### src/swd_pkg.sv
// package for the switch drop-event reporting block: register map, fields, carriers
package swd_pkg;

   // register numbers on the switch engine register port
   localparam logic [15:0] SWD_REG_LEARN_DISCARD_P2 = 16'h185a;
   localparam logic [15:0] SWD_REG_INT_MASK         = 16'h1880;
   localparam logic [15:0] SWD_REG_INT_PENDING      = 16'h1881;

   // reset values, counter limit and increment
   localparam logic [31:0] SWD_RST_LEARN_DISCARD = 32'h0000_0000;
   localparam logic        SWD_RST_INT_MASK      = 1'h1;
   localparam logic [31:0] SWD_CNT_MAX           = 32'hffff_ffff;
   localparam logic [31:0] SWD_CNT_ONE           = 32'h0000_0001;
   localparam logic [31:0] SWD_RD_UNMAPPED       = 32'h0000_0000;

   // mask register layout: bit 0 is the mask, the rest reads zero
   localparam int          SWD_MASK_BIT   = 0;
   localparam logic [30:0] SWD_MASK_RSVD  = 31'h0000_0000;
   localparam logic [16:0] SWD_PEND_RSVD  = 17'h0_0000;

   // source port codes
   localparam logic [1:0] SWD_PORT_0   = 2'h0;
   localparam logic [1:0] SWD_PORT_1   = 2'h1;
   localparam logic [1:0] SWD_PORT_2   = 2'h2;
   localparam logic [1:0] SWD_PORT_RSV = 2'h3;

   // drop reason codes
   localparam logic [3:0] SWD_RSN_ADMIT_TAGGED  = 4'h0;
   localparam logic [3:0] SWD_RSN_UNK_SRC_MEMB  = 4'h1;
   localparam logic [3:0] SWD_RSN_KN_SRC_FWD    = 4'h2;
   localparam logic [3:0] SWD_RSN_KN_DST_FWD    = 4'h3;
   localparam logic [3:0] SWD_RSN_KN_DST_MEMB   = 4'h4;
   localparam logic [3:0] SWD_RSN_KN_SRC_MEMB   = 4'h5;
   localparam logic [3:0] SWD_RSN_DROP_UNK_UC   = 4'h6;
   localparam logic [3:0] SWD_RSN_FILT_UNK_MC   = 4'h7;
   localparam logic [3:0] SWD_RSN_BCAST_THROT   = 4'h8;
   localparam logic [3:0] SWD_RSN_UNK_SRC_FWD   = 4'h9;
   localparam logic [3:0] SWD_RSN_KN_SAME_PORT  = 4'ha;
   localparam logic [3:0] SWD_RSN_KN_FILTER     = 4'hb;
   localparam logic [3:0] SWD_RSN_VID_ALL_ONES  = 4'he;

   // conditions seen by the forwarding logic for one dropped packet
   typedef struct packed {
      logic admit_only_tagged;
      logic untagged_or_prio;
      logic da_known;
      logic da_bcast;
      logic da_mcast;
      logic member_check;
      logic admit_non_member;
      logic src_in_vlan;
      logic dst_in_vlan;
      logic src_forwarding;
      logic dst_forwarding;
      logic drop_unknown;
      logic filter_mcast;
      logic bcast_throttled;
      logic same_port;
      logic filter_attr;
      logic vid_all_ones;
   } swd_cond_s;

   // register port request
   typedef struct packed {
      logic        rd;
      logic        wr;
      logic [15:0] addr;
      logic [31:0] wdata;
   } swd_reg_req_s;

   // pending register image, msb first
   typedef struct packed {
      logic [16:0] rsvd;
      logic [3:0]  b_reason;
      logic [1:0]  b_port;
      logic        b_valid;
      logic [3:0]  a_reason;
      logic [1:0]  a_port;
      logic        a_valid;
      logic        pending;
   } swd_pend_s;

endpackage : swd_pkg

### src/swd_drop_report.sv
// drop-event capture, interrupt mask and port 2 learn-discard counter
`timescale 1ns/1ps
`default_nettype none

module swd_drop_report
   import swd_pkg::*;
(
   // clock and reset
   input  wire logic                  clock,
   input  wire logic                  rst_n,
   // register port
   input  wire swd_pkg::swd_reg_req_s reg_req,
   output var  logic [31:0]           reg_rdata_ff,
   output var  logic                  reg_rvalid_ff,
   // drop events from the forwarding logic
   input  wire logic                  drop_event,
   input  wire logic [1:0]            drop_src_port,
   input  wire swd_pkg::swd_cond_s    drop_cond,
   // learning engine
   input  wire logic                  learn_discard_p2,
   // interrupt toward system interrupt logic
   output var  logic                  irq_ff
);
   import swd_pkg::*;

   logic [31:0] discard_cnt_ff;
   logic [31:0] nxt_discard_cnt;
   logic        mask_ff;
   logic        nxt_mask;
   swd_pend_s   pend_ff;
   swd_pend_s   nxt_pend;
   logic [31:0] nxt_rdata;

   // register decode
   wire sel_cnt  = reg_req.addr == SWD_REG_LEARN_DISCARD_P2;
   wire sel_mask = reg_req.addr == SWD_REG_INT_MASK;
   wire sel_pend = reg_req.addr == SWD_REG_INT_PENDING;
   wire rd_cnt   = reg_req.rd && sel_cnt;
   wire rd_pend  = reg_req.rd && sel_pend;
   wire wr_mask  = reg_req.wr && sel_mask;

   // reason classification from the packet's conditions
   wire unk         = !drop_cond.da_known;
   wire kn          = drop_cond.da_known;
   wire h_vid       = drop_cond.vid_all_ones;
   wire h_untag     = drop_cond.admit_only_tagged && drop_cond.untagged_or_prio;
   wire h_bthrot    = drop_cond.da_bcast && drop_cond.bcast_throttled;
   wire h_unk_fwd   = unk && !drop_cond.src_forwarding;
   wire h_unk_memb  = unk && drop_cond.member_check && !drop_cond.admit_non_member
                      && !drop_cond.src_in_vlan;
   wire h_unk_uc    = unk && !drop_cond.da_bcast && !drop_cond.da_mcast
                      && drop_cond.drop_unknown;
   wire h_unk_mc    = unk && drop_cond.da_mcast && !drop_cond.da_bcast
                      && drop_cond.filter_mcast;
   wire h_kn_sfwd   = kn && !drop_cond.src_forwarding;
   wire h_kn_dfwd   = kn && !drop_cond.dst_forwarding;
   wire h_kn_dmemb  = kn && drop_cond.member_check && !drop_cond.dst_in_vlan;
   wire h_kn_smemb  = kn && drop_cond.member_check && !drop_cond.admit_non_member
                      && !drop_cond.src_in_vlan;
   wire h_kn_same   = kn && drop_cond.same_port;
   wire h_kn_filt   = kn && drop_cond.filter_attr;

   // priority follows the order checks are made on ingress; reserved codes unreachable
   wire [3:0] reason =
      h_vid      ? SWD_RSN_VID_ALL_ONES :
      h_untag    ? SWD_RSN_ADMIT_TAGGED :
      h_bthrot   ? SWD_RSN_BCAST_THROT  :
      h_unk_fwd  ? SWD_RSN_UNK_SRC_FWD  :
      h_unk_memb ? SWD_RSN_UNK_SRC_MEMB :
      h_unk_uc   ? SWD_RSN_DROP_UNK_UC  :
      h_unk_mc   ? SWD_RSN_FILT_UNK_MC  :
      h_kn_sfwd  ? SWD_RSN_KN_SRC_FWD   :
      h_kn_dfwd  ? SWD_RSN_KN_DST_FWD   :
      h_kn_dmemb ? SWD_RSN_KN_DST_MEMB  :
      h_kn_smemb ? SWD_RSN_KN_SRC_MEMB  :
      h_kn_same  ? SWD_RSN_KN_SAME_PORT :
                   SWD_RSN_KN_FILTER;

   wire any_hit = h_vid || h_untag || h_bthrot || h_unk_fwd || h_unk_memb
                  || h_unk_uc || h_unk_mc || h_kn_sfwd || h_kn_dfwd
                  || h_kn_dmemb || h_kn_smemb || h_kn_same || h_kn_filt;
   // a drop with no recognised cause is not recorded
   wire ev = drop_event && any_hit;

   // a read clears first, then the new event lands, so an event in the reading cycle is not lost
   wire a_free = !pend_ff.a_valid || rd_pend;
   wire b_free = !pend_ff.b_valid || rd_pend;
   wire cap_a  = ev && a_free;
   wire cap_b  = ev && !a_free && b_free;

   always_comb
   begin
      nxt_pend = pend_ff;
      if (rd_pend)
      begin
         nxt_pend = '0;
      end
      nxt_pend.rsvd = SWD_PEND_RSVD;
      if (ev)
      begin
         nxt_pend.pending = 1'b1;
      end
      if (cap_a)
      begin
         nxt_pend.a_valid  = 1'b1;
         nxt_pend.a_port   = drop_src_port;
         nxt_pend.a_reason = reason;
      end
      if (cap_b)
      begin
         nxt_pend.b_valid  = 1'b1;
         nxt_pend.b_port   = drop_src_port;
         nxt_pend.b_reason = reason;
      end
   end

   // counter: clear on read, then count the event of the same cycle
   wire [31:0] cnt_base = rd_cnt ? SWD_RST_LEARN_DISCARD : discard_cnt_ff;
   wire        cnt_sat  = cnt_base == SWD_CNT_MAX;
   assign nxt_discard_cnt = (learn_discard_p2 && !cnt_sat)
                            ? cnt_base + SWD_CNT_ONE
                            : cnt_base;

   assign nxt_mask = wr_mask ? reg_req.wdata[SWD_MASK_BIT] : mask_ff;

   // read data mux; unmapped numbers read zero
   assign nxt_rdata = sel_cnt  ? discard_cnt_ff :
                      sel_pend ? pend_ff :
                      sel_mask ? {SWD_MASK_RSVD, mask_ff} :
                                 SWD_RD_UNMAPPED;

   always_ff @(posedge clock)
   begin
      if (!rst_n)
      begin
         discard_cnt_ff <= SWD_RST_LEARN_DISCARD;
         mask_ff        <= SWD_RST_INT_MASK;
         pend_ff        <= '0;
         irq_ff         <= 1'b0;
         reg_rdata_ff   <= SWD_RD_UNMAPPED;
         reg_rvalid_ff  <= 1'b0;
      end
      else
      begin
         discard_cnt_ff <= nxt_discard_cnt;
         mask_ff        <= nxt_mask;
         pend_ff        <= nxt_pend;
         irq_ff         <= nxt_pend.pending && !nxt_mask;
         reg_rvalid_ff  <= reg_req.rd;
         if (reg_req.rd)
         begin
            reg_rdata_ff <= nxt_rdata;
         end
      end
   end

endmodule : swd_drop_report

`default_nettype wire

### config.mk
export PLATFORM = sky130hd
export DESIGN_NAME = swd_drop_report
export DESIGN_NICKNAME = d
export VERILOG_FILES = /design/src/swd_pkg.sv /design/src/swd_drop_report.sv
export SDC_FILE = /design/constraint.sdc
export NUM_CORES = 1
export LEC_CHECK = 0
export BUFFER_PORTS_ARGS = -buffer_cell sky130_fd_sc_hd__buf_2
export CELL_PAD_IN_SITES_DETAIL_PLACEMENT = 0
export CELL_PAD_IN_SITES_GLOBAL_PLACEMENT = 1
export CORE_AREA = 2 2 112 114
export CTS_CLUSTER_DIAMETER = 30
export DETAILED_ROUTE_END_ITERATION = 10
export DIE_AREA = 0 0 114 116
export PLACE_DENSITY = 0.77
export SLEW_MARGIN = 25
export SYNTH_ARGS = -nofsm -noshare
export SYNTH_HDL_FRONTEND = slang
export SYNTH_SLANG_ARGS = --single-unit
### constraint.sdc
create_clock -name clock -period 2.9 [get_ports clock]
set_clock_uncertainty 0.15 [all_clocks]
set_input_delay 0.29 -clock clock [delete_from_list [all_inputs] [get_ports clock]]
set_output_delay 0.29 -clock clock [all_outputs]
set_load 0.005 [all_outputs]
Word-level counts from Yosys, hierarchy flattened
Cells that the tools add are included.
- flip-flop bits (word level): 82
- input port bits: 73
- output and inout port bits: 34
- word-level logic and storage cells: 97
- add/subtract/negate cells: 1
- equality and inequality tests: 4
- muxes and demuxes: 22
- reduce and logical (&&, ||, !) cells: 58
- operators with widths (operator ; count):
    $mux W32 ; 4
    $eq A16 B13 Y1 const B ; 3
    $mux W4 ; 11
    $add A32 B1 Y32 const B ; 1
    $eq A32 B32 Y1 const B ; 1
    $logic_and A1 B1 Y1 ; 29
    $mux W15 ; 1
    $logic_or A1 B1 Y1 ; 14
    $mux W7 ; 2
    $logic_not A1 Y1 ; 13
    $mux W1 ; 4
    $reduce_bool A2 Y1 ; 2

Depth between registers and ports, before layout
- word-level depth: 17
- mapped depth: 13
- depth with buffers taken out: 10

Least setup slack after synthesis
No wires, ideal clock.
- kind: input to register
- start point: input port reg_req[34] (netlist name)
- end point: register discard_cnt_ff[19]
- library setup time: 72 ps
- arrival: 2620 ps
- data required time: 2678 ps
- setup slack: 58 ps
- stages: 13
- path buffers: 3
- cells stage by stage: nor4_4 -> and4_1 -> nand2_1 -> clkbuf_1 -> and2_1 -> ha_1 -> nand4_1 -> nor2_1 -> and4b_1 -> buf_6 -> buf_6 -> nor4_1 -> mux2i_1
- longest elaborated chain between the ends: 7
- elaborated cells on any way between the ends: 8
- classes of those cells: add/sub: 1; eq/ne: 2; mux: 2; reduce/logical: 3
- RTL lines (item ; line ; source):
    from (decl) ; swd_drop_report.sv:12 ; input wire swd_pkg::swd_reg_req_s reg_req,
    $eq A16 B13 Y1 * ; swd_drop_report.sv:35 ; wire sel_cnt = reg_req.addr == SWD_REG_LEARN_DISCARD_P2;
    $logic_and A1 B1 Y1 * ; swd_drop_report.sv:38 ; wire rd_cnt = reg_req.rd && sel_cnt;
    $mux W32 * ; swd_drop_report.sv:118 ; wire [31:0] cnt_base = rd_cnt ? SWD_RST_LEARN_DISCARD : discard_cnt_ff;
    branches (longest 3 deep; another with $add A32 B1 Y32) ; n/a ;
    $mux W32 * ; swd_drop_report.sv:121 ; ? cnt_base + SWD_CNT_ONE
    to (signal assigned) ; swd_drop_report.sv:145 ; discard_cnt_ff <= nxt_discard_cnt;
    to (decl) ; swd_drop_report.sv:26 ; logic [31:0] discard_cnt_ff;
Every way passes the cells marked *.
A chain may end at the register's enable or synchronous reset.

Final worst setup path
- start point: input port reg_req[33] (netlist name)
- end point: register discard_cnt_ff[1]
Same word-level chain as after synthesis.

==> flow_summary.toml <==
[yosys]
syn_area_mm2 = 0.00410
ys_seq_area_share_pct = 40.1
netlist_instances = 477
synth_seq_cells = 82
synth_nets = 551
synth_area_per_cell_um2 = 8.59
synth_flop_cell = "dfxtp_1"
yosysWarnings = 0
yosys.cell_types.count = 59
async_flop_share_pct = 0
synth-edff-count = 0

[clocking]
cts_num_sinks = 82
h-tree-depth = 3
clockBufferDepth = 2
clock_latency_ps = 350
root_buffer = "clkbuf_16"
cts_setup_buffers = 0
cts_buffers = 9
cts_tree = "built"
clk_pin_slew_ps = 60

[critical_path]
endpoint_kind = "flip-flop"
slowest_stage = "and4b_1"
arrival_ps = 2730
cp_cell_sequence = "buf_2 > and4b_1 > and4b_1 > nand2_1 > and2_1 > ha_1 > nand4_1 > nor2_1 > and4b_1 > buf_4 > a31oi_1 > a31o_2"
path_class = "in -> reg"
critPathLaunchType = "input pin"
critical_path.max_stage_delay_ps = 590
crit_fanout = 16
cp.required_ps = 2990
crit_top_cell = "and4b_1"

[run]
cap_violations = 0

[sta]
max_slew_margin_pct = 50.7
slew_viol_final = 0
period_share_pct = 91.1
worst_slew_pin_slew_ps = 739
setup_tns_ps = 0
setup_viol = 0
max_freq_ghz = 0.379
min_period_ps = 2640
setup_slack_ps = 259
hold_viol = 0
rsz0062_at_grt = "false"

[detailed_routing]
drt-met1-wl_um = 5010
vias_per_cell = 5.54
wl_met3_um = 482
wl_met2_um = 5510
routed.top_layer = "met4"
drt_wl_total_um = 11100
dr.pass1.iters = 5
antenna_left = 0
drt_iter0_drc = 184
drc_errors = 0
dr_total_vias = 3939
wl_per_cell_um = 15.7

[run_status]
status = "finished clean"

[die]
coreArea_mm2 = 0.0119
die_area_mm2 = 0.0132
rows = 40
initial_core_util_pct = 34.4
pin_count = 107
die_w_um = 114
die_h_um = 116

[global_routing]
grt_start_max_net_pins = 42
globalRouteOverflowTotal = 0
grt_pass1_vias = 3859
track_usage_pct = 17.4
antenna_found_initial = 0
grt_first_pass_wirelength_um = 18300

[power_and_ir_drop]
power.leakage_nw = 1.87
vdd_drop_max_mv = 0.380
power_density_mw_per_mm2 = 471

[finish]
areaGrowthSynthToFinish_pct = 21.8
n_fill_cell = 1207
postLayoutCellArea_mm2 = 0.00499
antenna_cells = 0
drive_gt1_share_pct = 22.9
nNetsFinal = 633

[place]
dpl-instance-area_mm2 = 0.00471
hpwl_um = 8170
portBuffers = 75
pre_cts_slack_ps = -96.9
gp_congestion = 0.844

[min_path]
hold_path_class = "in -> reg"
## metal layers
layer | track usage [%] | vias to the layer above
met1 | 20.9 | 1885
met4 | 4.23 | 0
met2 | 30.8 | 93
li1 | - | 1954
met3 | 5.13 | 7
met5 | 0 | -
## final timing paths
check                           startpoint                       endpoint  slack, ps  cells after the start
max                            reg_req[33]   discard_cnt_ff[1]$_SDFF_PN0_        260                     12
min                       drop_src_port[0]        pend_ff[9]$_SDFFE_PN0P_         80                      3
max reg2reg  discard_cnt_ff[10]$_SDFF_PN0_  discard_cnt_ff[27]$_SDFF_PN0_        420                      5
min reg2reg  reg_rdata_ff[10]$_SDFFE_PN0P_  reg_rdata_ff[10]$_SDFFE_PN0P_        310                      2
## cell usage after synthesis, drive strengths merged (12+ instances only)
master / instances / area [um^2]
a21oi: 59 / 307
a22oi: 14 / 105
buf: 16 / 104
clkbuf: 15 / 57.6
dfxtp: 82 / 1640
mux2i: 18 / 180
nand2: 25 / 93.8
nand2b: 20 / 125
nand3: 33 / 165
nand4: 12 / 90.1
nor2: 30 / 113
nor2b: 20 / 125
o31ai: 15 / 113
or4: 15 / 113
## what timing repair did
action	4_1_cts	5_1_grt
setup endpoints to repair	0	1
gates resized for setup	0	1
hold buffers	0	0
## critical path, delay by kind of cell
kind	cells	cell delay [ps]
buffers and inverters	2	310
AO/OA/AOI/OAI	2	300
AND/OR/NAND/NOR	7	1620
adder cells (fa/ha/maj)	1	200
## kinds of logic after synthesis
group           count (synthesis)  synth area share, %
simple gates                  208                 29.8
fa+ha+maj                       1                0.305
buf+inv                        37                 4.49
flops                          82                 40.1
compound gates                129                 20.5
mux                            18                 4.40
xor+xnor                        2                0.428
## through the flow
stage	total power, W	hold WS (ps)	util, %	std cells
5_1_grt	0.00244	74.3	41.9	711
3_3_place_gp	0.00132	304	39.5	695
6_report	0.00235	76.1	41.9	711
4_1_cts	0.00238	63.4	41.8	711
3_5_place_dp	0.00133	305	39.5	695
2_1_floorplan	0.00126	294	-	477
## area by class of cell
cell class	instances	area [um^2]	share of cell area [%]
Clock buffer	9	225	4.51
Clock inverter	7	46.3	0.928
Multi-Input combinational cell	358	2280	45.7
Timing Repair Buffer	102	591	11.8
Inverter	6	22.5	0.451
Tap cell	147	184	3.69
Sequential cell	82	1640	32.9
## power by group
part / internal (W) / total, W / switching, W
sequential: 0.00114 / 0.00115 / 0.0000109
clock: 0.000576 / 0.00105 / 0.000470
combinational: 0.0000667 / 0.000150 / 0.0000829
total: 0.00178 / 0.00235 / 0.000564
## cell usage in the layout, fill, tap and decap left out, drive strengths merged, types with 3 or more instances in the layout
cell / count
clkinvlp: 3
o31ai: 15
o41ai: 3
nor2b: 20
a21boi: 3
buf: 102
or4: 15
a211o: 4
clkinv: 4
o31a: 4
nand2b: 20
a21oi: 59
inv: 6
clkbuf: 9
nor3: 8
dfxtp: 82
o211ai: 5
mux2i: 18
a22oi: 14
and4: 7
nand4b: 3
nor2: 30
o21ai: 10
nand4: 12
nor4: 10
nand3: 33
and4b: 3
and2: 6
or3: 4
nand2: 25
and3: 7
## flip-flops by register name, summed over array words and instances (netlist names)
register and cells:
irq_ff 1, mask_ff 1, discard_cnt_ff 32, reg_rvalid_ff 1, reg_rdata_ff 32, pend_ff 15
(Power assumes the default switching activity.)
